<file path="src/dual_timer_pkg.sv">
package dual_timer_pkg;

	// ------------------------------------------------------------
	// Register byte offsets
	// ------------------------------------------------------------
	localparam logic [7:0] OFS_AUX_CTRL   = 8'h00; // Auxiliary timer control
	localparam logic [7:0] OFS_CORE_CTRL  = 8'h04; // Core timer control
	localparam logic [7:0] OFS_AUX_TIMER  = 8'h08; // Auxiliary timer count
	localparam logic [7:0] OFS_CORE_TIMER = 8'h0C; // Core timer count
	localparam logic [7:0] OFS_CAPTURE_RELOAD_REG     = 8'h10; // Capture/reload value
	localparam logic [7:0] OFS_STATUS     = 8'h14; // Sticky events, read only
	localparam logic [7:0] OFS_IRQ_EN     = 8'h18; // Interrupt enables
	localparam logic [7:0] OFS_IRQ_CLR    = 8'h1C; // Write one to clear, write only
	localparam logic [7:0] OFS_LATCH      = 8'h20; // Toggle latch state, read only

	// ------------------------------------------------------------
	// Widths, reset values, event bit positions
	// ------------------------------------------------------------
	localparam int          TMR_W        = 16;       // Timer and capture width
	localparam int          EV_W         = 4;        // Number of event bits
	localparam int          PRE_W        = 8;        // Prescaler divider width
	localparam int          EDGE_N       = 6;        // Number of edge detectors
	localparam logic [15:0] TMR_RST      = 16'h0000; // Timer reset value
	localparam logic [15:0] TMR_MAX      = 16'hFFFF; // Top of count
	localparam int          EV_CORE_OVF  = 0;        // Core overflow
	localparam int          EV_CORE_UNF  = 1;        // Core underflow
	localparam int          EV_CAPTURE   = 2;        // Capture taken
	localparam int          EV_AUX_WRAP  = 3;        // Auxiliary wrap
	localparam int          ED_CAPTURE_INPUT_PIN     = 0;        // Capture pin detector
	localparam int          ED_NB_COUNT  = 1;        // Neighbour count input
	localparam int          ED_NB_DIR    = 2;        // Neighbour direction input
	localparam int          ED_AUX_CNT   = 3;        // Aux external count pin
	localparam int          ED_CORE_CNT  = 4;        // Core external count pin
	localparam int          ED_LATCH     = 5;        // Toggle latch as aux clock

	// ------------------------------------------------------------
	// Enumerations
	// ------------------------------------------------------------
	typedef enum logic [1:0] {
		EDGE_NONE = 2'h0,
		EDGE_RISE = 2'h1,
		EDGE_FALL = 2'h2,
		EDGE_BOTH = 2'h3
	} edge_mode_t;

	typedef enum logic [1:0] {
		AUX_SRC_PRESC = 2'h0,
		AUX_SRC_PIN   = 2'h1,
		AUX_SRC_LATCH = 2'h2,
		AUX_SRC_OFF   = 2'h3
	} aux_src_t;

	typedef enum logic [1:0] {
		CAP_SRC_PIN   = 2'h0,
		CAP_SRC_COUNT = 2'h1,
		CAP_SRC_DIR   = 2'h2,
		CAP_SRC_BOTH  = 2'h3
	} cap_src_t;

	// ------------------------------------------------------------
	// Control register layouts (LSB last)
	// ------------------------------------------------------------
	typedef struct packed {
		cap_src_t   cap_src;  // [12:11]
		edge_mode_t cap_edge; // [10:9]
		logic       clr_cap;  // [8]
		logic       ext_dir;  // [7]
		logic       down;     // [6]
		logic       run;      // [5]
		aux_src_t   src;      // [4:3]
		logic [2:0] pre;      // [2:0]
	} aux_ctrl_t;

	typedef struct packed {
		logic       out_en;    // [9]
		logic       reload_en; // [8]
		logic       ext_dir;   // [7]
		logic       down;      // [6]
		logic       run;       // [5]
		logic       src_ext;   // [4]
		logic       rsvd;      // [3]
		logic [2:0] pre;       // [2:0]
	} core_ctrl_t;

	localparam int AUX_CTRL_W  = $bits(aux_ctrl_t);
	localparam int CORE_CTRL_W = $bits(core_ctrl_t);

	// Whole state of the top module
	typedef struct packed {
		aux_ctrl_t         aux_ctrl;
		core_ctrl_t        core_ctrl;
		logic [15:0]       aux;
		logic [15:0]       core;
		logic [15:0]       capture_reload_reg;
		logic              latch;
		logic              latch_pin;
		logic              count_pulse;
		logic [EV_W-1:0]   status;
		logic [EV_W-1:0]   irq_en;
		logic              irq;
		logic [PRE_W-1:0]  prediv;
		logic              pready;
		logic              pslverr;
		logic [31:0]       prdata;
	} top_state_t;

endpackage : dual_timer_pkg

</file>
<file path="src/dual_timer_unit.sv">
// Our own choices: the APB slave port and the address map.
`timescale 1ns/1ps

module dual_timer_unit
(
	input  wire logic        clock,
	input  wire logic        sys_rst,
	input  wire logic        psel,
	input  wire logic        penable,
	input  wire logic        pwrite,
	input  wire logic [7:0]  paddr,
	input  wire logic [31:0] pwdata,
	output logic      [31:0] prdata,
	output logic             pready,
	output logic             pslverr,
	input  wire logic        capture_input_pin,
	input  wire logic        neighbour_count_input,
	input  wire logic        neighbour_direction_input,
	input  wire logic        aux_count_input,
	input  wire logic        core_count_input,
	input  wire logic        aux_direction_input,
	input  wire logic        core_direction_input,
	output logic             toggle_latch_pin,
	output logic             core_count_pulse,
	output logic             irq
);

	// ------------------------------------------------------------
	// State and decode
	// ------------------------------------------------------------
	dual_timer_pkg::top_state_t s;      // Registered state
	dual_timer_pkg::top_state_t next_s; // Next state

	logic [dual_timer_pkg::EDGE_N-1:0]  ed_sig;  // Detector inputs
	logic [dual_timer_pkg::EDGE_N-1:0]  ed_hit;  // Detector hits
	dual_timer_pkg::edge_mode_t         ed_mode [dual_timer_pkg::EDGE_N]; // Per detector mode
	logic                               acc;     // Access phase, answer not yet given
	logic                               wr;      // Write takes effect this edge
	logic                               aux_tick;   // Aux counting step
	logic                               core_tick;  // Core counting step
	logic                               aux_down;   // Aux effective direction
	logic                               core_down;  // Core effective direction
	logic                               core_wrap;  // Core overflow or underflow
	logic                               core_ovf;   // Core overflow
	logic                               core_unf;   // Core underflow
	logic                               aux_wrap;   // Aux overflow or underflow
	logic                               cap_hit;    // Capture trigger
	logic                               tick_fast;  // Fastest prescaler step
	logic [dual_timer_pkg::EV_W-1:0]    ev;         // Events this cycle
	logic [31:0]                        rd_val;     // Read mux
	logic                               rd_ok;      // Address is mapped

	// The answer comes one cycle into the access phase
	assign acc = psel & penable & ~s.pready;
	assign wr  = psel & penable & pwrite & s.pready;

	// ------------------------------------------------------------
	// Edge detectors
	// ------------------------------------------------------------
	assign ed_sig  = {s.latch, core_count_input, aux_count_input,
			neighbour_direction_input, neighbour_count_input, capture_input_pin};
	assign ed_mode[dual_timer_pkg::ED_CAPTURE_INPUT_PIN]    = s.aux_ctrl.cap_edge;
	assign ed_mode[dual_timer_pkg::ED_NB_COUNT] = s.aux_ctrl.cap_edge;
	assign ed_mode[dual_timer_pkg::ED_NB_DIR]   = s.aux_ctrl.cap_edge;
	assign ed_mode[dual_timer_pkg::ED_AUX_CNT]  = dual_timer_pkg::EDGE_RISE;
	assign ed_mode[dual_timer_pkg::ED_CORE_CNT] = dual_timer_pkg::EDGE_RISE;
	// Both latch edges, so the aux timer counts every core wrap
	assign ed_mode[dual_timer_pkg::ED_LATCH]    = dual_timer_pkg::EDGE_BOTH;

	genvar gi;
	generate
		for (gi = 0; gi < dual_timer_pkg::EDGE_N; gi++)
		begin : g_edge
			edge_detect u_edge
			(
				.clock   (clock),
				.sys_rst (sys_rst),
				.sig     (ed_sig[gi]),
				.mode    (ed_mode[gi]),
				.hit     (ed_hit[gi])
			);
		end
	endgenerate

	// ------------------------------------------------------------
	// Prescaler and clock selection
	// ------------------------------------------------------------
	// Step for setting k is every 2^(k+1) clocks
	function automatic logic presc_tick(input logic [7:0] div, input logic [2:0] sel);
		logic [7:0] mask;
		mask = 8'hFF >> (3'h7 - sel);
		return (div & mask) == mask;
	endfunction : presc_tick

	assign tick_fast = presc_tick(s.prediv, 3'h0);

	// Clock source per timer
	always_comb
	begin
		case (s.aux_ctrl.src)
			dual_timer_pkg::AUX_SRC_PRESC: aux_tick = presc_tick(s.prediv, s.aux_ctrl.pre);
			dual_timer_pkg::AUX_SRC_PIN:   aux_tick = ed_hit[dual_timer_pkg::ED_AUX_CNT];
			dual_timer_pkg::AUX_SRC_LATCH: aux_tick = ed_hit[dual_timer_pkg::ED_LATCH];
			default:                       aux_tick = 1'b0;
		endcase
		aux_tick  = aux_tick & s.aux_ctrl.run;
		core_tick = s.core_ctrl.run & (s.core_ctrl.src_ext ?
				ed_hit[dual_timer_pkg::ED_CORE_CNT] : presc_tick(s.prediv, s.core_ctrl.pre));
	end

	// Pin level overrides the software direction when enabled
	assign aux_down  = s.aux_ctrl.ext_dir ? aux_direction_input : s.aux_ctrl.down;
	assign core_down = s.core_ctrl.ext_dir ? core_direction_input : s.core_ctrl.down;

	// ------------------------------------------------------------
	// Wrap and capture events
	// ------------------------------------------------------------
	assign core_ovf  = core_tick & ~core_down & (s.core == dual_timer_pkg::TMR_MAX);
	assign core_unf  = core_tick & core_down & (s.core == dual_timer_pkg::TMR_RST);
	assign core_wrap = core_ovf | core_unf;
	assign aux_wrap  = aux_tick & (aux_down ? (s.aux == dual_timer_pkg::TMR_RST)
			: (s.aux == dual_timer_pkg::TMR_MAX));

	// Capture source select
	always_comb
	begin
		case (s.aux_ctrl.cap_src)
			dual_timer_pkg::CAP_SRC_PIN:   cap_hit = ed_hit[dual_timer_pkg::ED_CAPTURE_INPUT_PIN];
			dual_timer_pkg::CAP_SRC_COUNT: cap_hit = ed_hit[dual_timer_pkg::ED_NB_COUNT];
			dual_timer_pkg::CAP_SRC_DIR:   cap_hit = ed_hit[dual_timer_pkg::ED_NB_DIR];
			default:                       cap_hit = ed_hit[dual_timer_pkg::ED_NB_COUNT]
					| ed_hit[dual_timer_pkg::ED_NB_DIR];
		endcase
	end

	always_comb
	begin
		ev = '0;
		ev[dual_timer_pkg::EV_CORE_OVF] = core_ovf;
		ev[dual_timer_pkg::EV_CORE_UNF] = core_unf;
		ev[dual_timer_pkg::EV_CAPTURE]  = cap_hit;
		ev[dual_timer_pkg::EV_AUX_WRAP] = aux_wrap;
	end

	// ------------------------------------------------------------
	// Read mux
	// ------------------------------------------------------------
	always_comb
	begin
		rd_val = '0;
		rd_ok  = 1'b1;
		case (paddr)
			dual_timer_pkg::OFS_AUX_CTRL:   rd_val = 32'(s.aux_ctrl);
			dual_timer_pkg::OFS_CORE_CTRL:  rd_val = 32'(s.core_ctrl);
			dual_timer_pkg::OFS_AUX_TIMER:  rd_val = 32'(s.aux);
			dual_timer_pkg::OFS_CORE_TIMER: rd_val = 32'(s.core);
			dual_timer_pkg::OFS_CAPTURE_RELOAD_REG:     rd_val = 32'(s.capture_reload_reg);
			dual_timer_pkg::OFS_STATUS:     rd_val = 32'(s.status);
			dual_timer_pkg::OFS_IRQ_EN:     rd_val = 32'(s.irq_en);
			dual_timer_pkg::OFS_IRQ_CLR:    rd_val = '0; // Write only
			dual_timer_pkg::OFS_LATCH:      rd_val = 32'(s.latch);
			default:                        rd_ok  = 1'b0;
		endcase
	end

	// ------------------------------------------------------------
	// Next state
	// ------------------------------------------------------------
	always_comb
	begin
		next_s        = s;
		next_s.prediv = s.prediv + 8'h01;

		// Bus answer, one wait cycle
		next_s.pready  = acc;
		next_s.pslverr = acc & ~rd_ok;
		if (acc && !pwrite)
			next_s.prdata = rd_val;

		// Core timer counts; wraps are modulo 16 bits unless reload_en loads capture_reload_reg
		if (core_tick)
			next_s.core = core_down ? s.core - 16'h0001 : s.core + 16'h0001;
		if (core_wrap)
		begin
			next_s.latch = ~s.latch;
			if (s.core_ctrl.reload_en)
				next_s.core = s.capture_reload_reg;
		end
		next_s.count_pulse = core_wrap;

		// Aux timer counts
		if (aux_tick)
			next_s.aux = aux_down ? s.aux - 16'h0001 : s.aux + 16'h0001;

		// Software writes, taken at the edge that completes the access
		if (wr)
		begin
			case (paddr)
				dual_timer_pkg::OFS_AUX_CTRL:
					next_s.aux_ctrl = dual_timer_pkg::aux_ctrl_t'(pwdata[dual_timer_pkg::AUX_CTRL_W-1:0]);
				dual_timer_pkg::OFS_CORE_CTRL:
					next_s.core_ctrl = dual_timer_pkg::core_ctrl_t'(pwdata[dual_timer_pkg::CORE_CTRL_W-1:0]);
				dual_timer_pkg::OFS_AUX_TIMER:  next_s.aux    = pwdata[15:0];
				dual_timer_pkg::OFS_CORE_TIMER: next_s.core   = pwdata[15:0];
				dual_timer_pkg::OFS_CAPTURE_RELOAD_REG:     next_s.capture_reload_reg = pwdata[15:0];
				dual_timer_pkg::OFS_IRQ_EN:     next_s.irq_en = pwdata[dual_timer_pkg::EV_W-1:0];
				dual_timer_pkg::OFS_IRQ_CLR:
					next_s.status = s.status & ~pwdata[dual_timer_pkg::EV_W-1:0];
				default:                        next_s.status = next_s.status;
			endcase
		end

		// Capture beats a software write to the capture register
		if (cap_hit)
		begin
			next_s.capture_reload_reg = s.aux;
			if (s.aux_ctrl.clr_cap)
				next_s.aux = dual_timer_pkg::TMR_RST;
		end

		// Events set sticky bits; set wins over clear
		next_s.status    = next_s.status | ev;
		next_s.irq       = |(next_s.status & next_s.irq_en);
		next_s.latch_pin = next_s.latch & next_s.core_ctrl.out_en;
	end

	// Register the copy
	always_ff @(posedge clock or posedge sys_rst)
	begin
		if (sys_rst)
			s <= '0;
		else
			s <= next_s;
	end

	// ------------------------------------------------------------
	// Outputs
	// ------------------------------------------------------------
	assign prdata           = s.prdata;
	assign pready           = s.pready;
	assign pslverr          = s.pslverr;
	assign toggle_latch_pin = s.latch_pin;
	assign core_count_pulse = s.count_pulse;
	assign irq              = s.irq;
endmodule : dual_timer_unit

</file>
<file path="src/edge_detect.sv">
`timescale 1ns/1ps

// Selectable edge detector; hit is combinational from a held copy
module edge_detect
(
	input  wire logic                       clock,
	input  wire logic                       sys_rst,
	input  wire logic                       sig,
	input  wire dual_timer_pkg::edge_mode_t mode,
	output logic                            hit
);

	// ------------------------------------------------------------
	// State
	// ------------------------------------------------------------
	typedef struct packed {
		logic prev; // Level seen last cycle
	} edge_state_t;

	edge_state_t s;      // Registered state
	edge_state_t next_s; // Next state

	// Remember the last level
	always_comb
	begin
		next_s      = s;
		next_s.prev = sig;
	end

	// Register the copy
	always_ff @(posedge clock or posedge sys_rst)
	begin
		if (sys_rst)
			s <= '0;
		else
			s <= next_s;
	end

	// No edge selected means never a hit
	assign hit = (sig & ~s.prev & mode[0]) | (~sig & s.prev & mode[1]);

endmodule : edge_detect

</file>
<file path="config.mk">
export PLATFORM = sky130hd
export DESIGN_NAME = dual_timer_unit
export DESIGN_NICKNAME = d
export VERILOG_FILES = /design/src/dual_timer_pkg.sv /design/src/dual_timer_unit.sv /design/src/edge_detect.sv
export SDC_FILE = /design/constraint.sdc
export NUM_CORES = 1
export LEC_CHECK = 0
export BUFFER_PORTS_ARGS = -buffer_cell sky130_fd_sc_hd__buf_2
export CAP_MARGIN = 20
export CORE_MARGIN = 8
export CORE_UTILIZATION = 40
export DETAILED_ROUTE_END_ITERATION = 12
export SYNTH_ARGS = -nofsm -noshare
export SYNTH_HDL_FRONTEND = slang
export SYNTH_SLANG_ARGS = --single-unit
</file>
<file path="constraint.sdc">
create_clock -name clock -period 4.58 [get_ports clock]
set_input_delay 0.458 -clock clock [delete_from_list [all_inputs] [get_ports clock]]
set_output_delay 0.458 -clock clock [all_outputs]
set_load 0.005 [all_outputs]
</file>
== Word level (Yosys, flattened, before mapping) ==
Index checks and enable logic that the tools add are counted.
W data, S select, Z words.

* Bits in registers: 131
* Bits in latches: 0
* RAM bits: 0
* Memory bits (read-only): 0
* Input bits: 52
* Output and inout bits: 37
* Word-level logic and storage cells: 154
* Memories kept: 0

* $add $sub $neg: 7
* Multiply operators: 0
* Div/mod/pow operators: 0
* Magnitude comparators: 0
* Equal/unequal tests: 16
* Shifts and indexed selects: 2
* Mux-type cells: 26
* Bitwise logic cells: 54
* Reductions and logical operators: 14

{| class="wikitable"
|+ Operators by type and width
! cell !! count
|-
| $mux W16 || 12
|-
| $pmux W16 S8 || 1
|-
| $mux W58 || 1
|-
| $add A16 B1 Y16 const B || 2
|-
| $eq A16 B16 Y1 const B || 2
|-
| $eq A8 B5 Y1 const B || 4
|-
| $logic_not A16 Y1 || 2
|-
| $sub A16 B1 Y16 const B || 2
|-
| $and A1 B1 Y1 || 29
|-
| $and A8 B8 Y8 || 2
|-
| $eq A8 B4 Y1 const B || 2
|-
| $eq A8 B8 Y1 || 2
|-
| $shr A8 B3 Y8 const A || 2
|-
| $not A1 Y1 || 13
|-
| $mux W10 || 1
|-
| $reduce_or A9 Y1 || 1
|-
| $add A8 B1 Y8 const B || 1
|-
| $and A4 B4 Y4 || 2
|-
| $eq A8 B3 Y1 const B || 1
|-
| $eq A8 B6 Y1 const B || 1
|-
| $logic_not A8 Y1 || 1
|-
| $mux W4 || 2
|-
| $mux W8 || 1
|-
| $mux W1 || 6
|-
| other kinds (13) || 26
|}

== Depth between registers and ports, before layout ==
* Word-level depth: 14
* Depth in mapped cells: 11
* Depth with buffers taken out: 11

== Hierarchy ==
A second synthesis with hierarchy kept.

* Cell total of the unflattened synthesis: 787
* Area, all modules: 7370.8 um^2

{| class="wikitable"
|+ Modules (own cells, without submodules)
! module !! times used !! cells each !! area each (um^2) !! seq. area each (um^2)
|-
| dual_timer_unit || 1 || 757 || 7078.0 || 2727.6
|-
| edge_detect || 6 || 5 || 48.8 || 25.0
|}

== Worst setup path after synthesis ==
Ideal clock, no wire load.

* Kind: input -> register
* From: input core_direction_input
* To: register s[85] (netlist bit)
* Library setup time: 87 ps
* Arrival time: 2796 ps
* Required time: 4493 ps
* Path slack: 1697 ps
* Stages on the path: 11
* Buffers on the path: 0
* Cells stage by stage: mux2i_1 > inv_1 > ha_1 > a211oi_1 > o211ai_1 > nand3_1 > a31oi_1 > a221oi_1 > xnor2_1 > and3_1 > a211oi_2

{| class="wikitable"
|+ RTL lines
! element !! line !! text
|-
| from (decl) || dual_timer_unit.sv:22 || <nowiki>input wire logic core_direction_input,</nowiki>
|-
| to (signal assigned) || dual_timer_unit.sv:233 || <nowiki>s <= next_s;</nowiki>
|-
| to (decl) || dual_timer_unit.sv:31 || <nowiki>dual_timer_pkg::top_state_t s;</nowiki>
|}

==> run summary <==
The detailed router finished its first iteration with 539 violations. Data on the critical path is required at its endpoint by 4910 ps. The share of the synthesized area in the top cell type is 38.3%, and the arrival time at the worst endpoint is 3790 ps. Among all cell types in the netlist, the one instantiated most often is dfrtp_1. Yosys attributes the largest share of cell area to dfrtp_1 (38%), mux2i_1 (5.7%), ha_1 (4.8%).

TritonCTS built the clock tree. At the end of the flow the core is filled with cells to 45.5%. The power per cell area was 308 nW/um^2. STA classifies the critical path endpoint as a flop. For the initial antenna violation count, the log shows 0. The tools report the fraction of the yosys area taken by sequential cells as 38.3%. Cells with a size suffix above 1 make up 18.1% of the layout. Setup violations remaining at the end of the flow were counted as 0.

In this run, the combinational gates consume 7.0% of the power. Across every metal layer, demand over resource in global routing totals 18.5%. The via count of the first global-routing pass came out at 6,257. The tightest hold path in the finished design has a slack of 98.0 ps. The sort of element at the start of the critical path is a flop.

The synthesized area was 7500 um^2; the total routed wirelength was 21.1 mm. The tools report the cell at the root of the clock tree as clkbuf_16. The tools report the endpoint of the lowest-slack register-to-register path as s[85].

The tools report the final-report max-slew violation count as 0. The later pin in the worst-skew pair is clocked with a latency of 420 ps. The tools report the detailed-routing iteration count for the pre-antenna-repair pass as 7. The run gives 29.7% as the global-route met2 utilization. After detailed placement, the design holds a cell count of 1,046.

The final cycle utilization of the critical path came out at 75.4%. The async set-reset flop share out of synthesis is 100%, and the clock-pin slew reported for the worst setup and hold paths after clock tree synthesis is 60 ps. The maximum fanout encountered on the critical timing path is 19. For this design the static power due to leakage is 0.00380 uW.

The logs give 12.8 ps for the final clock skew and 1120 ps for the worst setup slack for register-to-register paths. Wire length per cell after detailed routing: 19.6 um. The detailed router placed 6,261 vias in this run. In the global route stage, met3 resource usage came out at 4.99%. Sorting the synthesized cells by how often they occur yields dfrtp_1 (115), nand2_1 (81), nor2_1 (68), mux2i_1 (43), a21oi_1 (38). For the final HPWL from detailed placement, the log shows 15.5 mm.

The critical path starts at s[109]. Entering global routing, the biggest net connects 45 pins. The run gives 18,600 um^2 as the area of the core region.

The portion of total power attributed to sequential cells came out at 41.5%. The worst setup slack after placement was 1070 ps. At the end of routability-driven placement, the weighted congestion stood at 0.923.

The min-delay analysis places its worst path in the category in2async. The average size of a mapped cell is 9.44 um^2, and the number of nets at the end of the flow is 915. The global-route wire length before repair came out at 34.7 mm.

Once routing completed, OpenROAD measured the worst setup slack at 1120 ps. In this run the most used layer during global routing was met2. The flow ran to the end, and the final reports show no timing, DRC or antenna violations. The clock drives 115 sinks.

The actual slew at the worst max-slew pin came out at 1130 ps. The highest clock rate came out at 0.289 GHz. The smallest clock period supported by the final layout is computed as 3460 ps. The relative area change from synthesis to final layout came out at 12.6%. Hold repair after CTS inserted 0 buffers. The post-cts resize count is 0, and the filler-free cell count of the finished design is 1,077. The effective utilization at floorplan is 40.4%. In the routed layout, each cell is associated on average with a via count of 5.81.

Of the total power, the share spent switching nets is 23.2%. The library cell with the largest summed area after synthesis is dfrtp_1. The tools report the overflow left after global routing as 0.

In this run the core area contains 50 standard-cell rows. Buffers inserted during clock tree synthesis total 17. In this run the vertical extent of the chip is 153 um.

The run gives 0 as the count of final hold-check violations. IR analysis of the VDD net gives a maximum drop of 152 uV. The logs give 795 for the cell count after synthesis and 51.5% for the clock network fraction of design power. The logs give 2 for the worst-case clock buffer depth and 0 for the number of antenna diodes. Counting flops with a built-in enable in the synthesized netlist gives 0.

The count of buffers added by post-CTS timing repair for setup was 0. The tool flagged a number of max-cap violations equal to 0. The run gives 24.6% as the tightest slew margin relative to the limit.

During synthesis, Yosys emitted a total of 0 warnings. The die covers 23,400 um^2. The number of different library cells in the post-synthesis netlist came out at 70. Setup repair after global routing left no endpoint under its margin. The number of routed nets with antenna violations came out at 0. In the synthesized netlist the dominant register cell turns out to be dfrtp_1.

The H-tree was split into 4 levels. The internal portion of the total power is 2000 uW. In this run the critical register-to-register path is launched from s[109]. Buffers placed on the I/O ports in this run total 56. The number of DRC violations after detailed routing is 0. In this run the power spent charging and discharging nets is 604 uW.

After synthesis the netlist holds a flip-flop and latch count of 115. Number of primary I/O pins: 89. The worst register-to-register path has a depth of 11.

The tools report the final sum of negative setup slack as 0 ps. The critical path is of the reg2reg type. The floorplan step set the die width to 153 um. The tools report the met1 track utilization from global routing as 24.1%.
critical path, stage by stage, from the launching register on:
cell and delay, ps:
dfrtp_1 380, mux2i_1 440, inv_1 440, ha_1 490
a211oi_1 310, o211ai_1 170, nand3_1 130, a31oi_1 150
a221oi_1 330, xnor2_1 130, and3_1 210, a211oi_2 180
layer usage:
metal | wire [um] | part of all wire (%)
met1 | 9730 | 46
met2 | 9760 | 46
met3 | 1240 | 5.9
met4 | 359 | 1.7
met5 | 0 | 0
state kept, by name, indices dropped and copies added (netlist names):
| register | count |
|---|---|
| core_count_pulse | 1 |
| toggle_latch_pin | 1 |
| prdata | 16 |
| irq | 1 |
| g_edge.u_edge.s | 6 |
| ed_sig | 1 |
| ed_mode | 2 |
| pready | 1 |
| pslverr | 1 |
| s | 85 |
logic make-up (layout without fill, tap and decap cells):
family          count (synthesis)  count (layout)  synth area share, %
simple gates                  244             244                 16.3
buf+inv                        80             113                 6.12
compound gates                221             221                 19.8
flops                         115             115                 38.3
mux                            71              71                 10.3
fa+ha+maj                      31              31                 5.37
other cells                     1              16               0.0500
xor+xnor                       32              32                 3.73
through the flow:
step	total power, uW	instance area (um^2)
after floorplan	1240	7560
after global placement	1280	7840
after detailed placement	1280	7840
after CTS	2620	8430
after global routing	2690	8450
final	2600	8450
how the worst max path moves through the flow:
stage,end,cells after the start
after floorplan,core_count_pulse,1
final,s[85],11
after detailed placement,s[85],12
after global placement,s[85],12
after global routing,s[85],11
after CTS,s[85],11
final cells by class:
cell class / count / area [um^2]
flip-flops and latches: 115 / 2880
well taps: 234 / 293
fillers: 1846 / 10100
repair buffers: 68 / 378
inverters: 15 / 58.8
multi-input cells: 615 / 4250
clock inverters: 9 / 131
clock buffers: 21 / 460
power by group through the flow:
stage	clock (uW)	combinational [uW]	sequential, uW
2_1_floorplan	0	147	1090
3_5_place_dp	0	184	1100
6_report	1340	183	1080
4_1_cts	1350	185	1080
3_3_place_gp	0	182	1100
5_1_grt	1390	208	1090
cells in the final DEF, fill, tap and decap left out, types with 13 or more instances in the layout:
cell       count
dfrtp_1      115
nand2_1       81
nor2_1        67
buf_2         56
mux2i_1       43
a21oi_1       37
o21ai_0       35
ha_1          29
mux2_2        20
xnor2_1       18
o21ai_1       18
a31oi_1       17
clkbuf_16     17
a211oi_1      16
conb_1        16
o22ai_1       15
nand4_1       14
inv_1         14
xor2_1        14
a221oi_1      13
No activity file was read; power rests on OpenSTA's default activity.
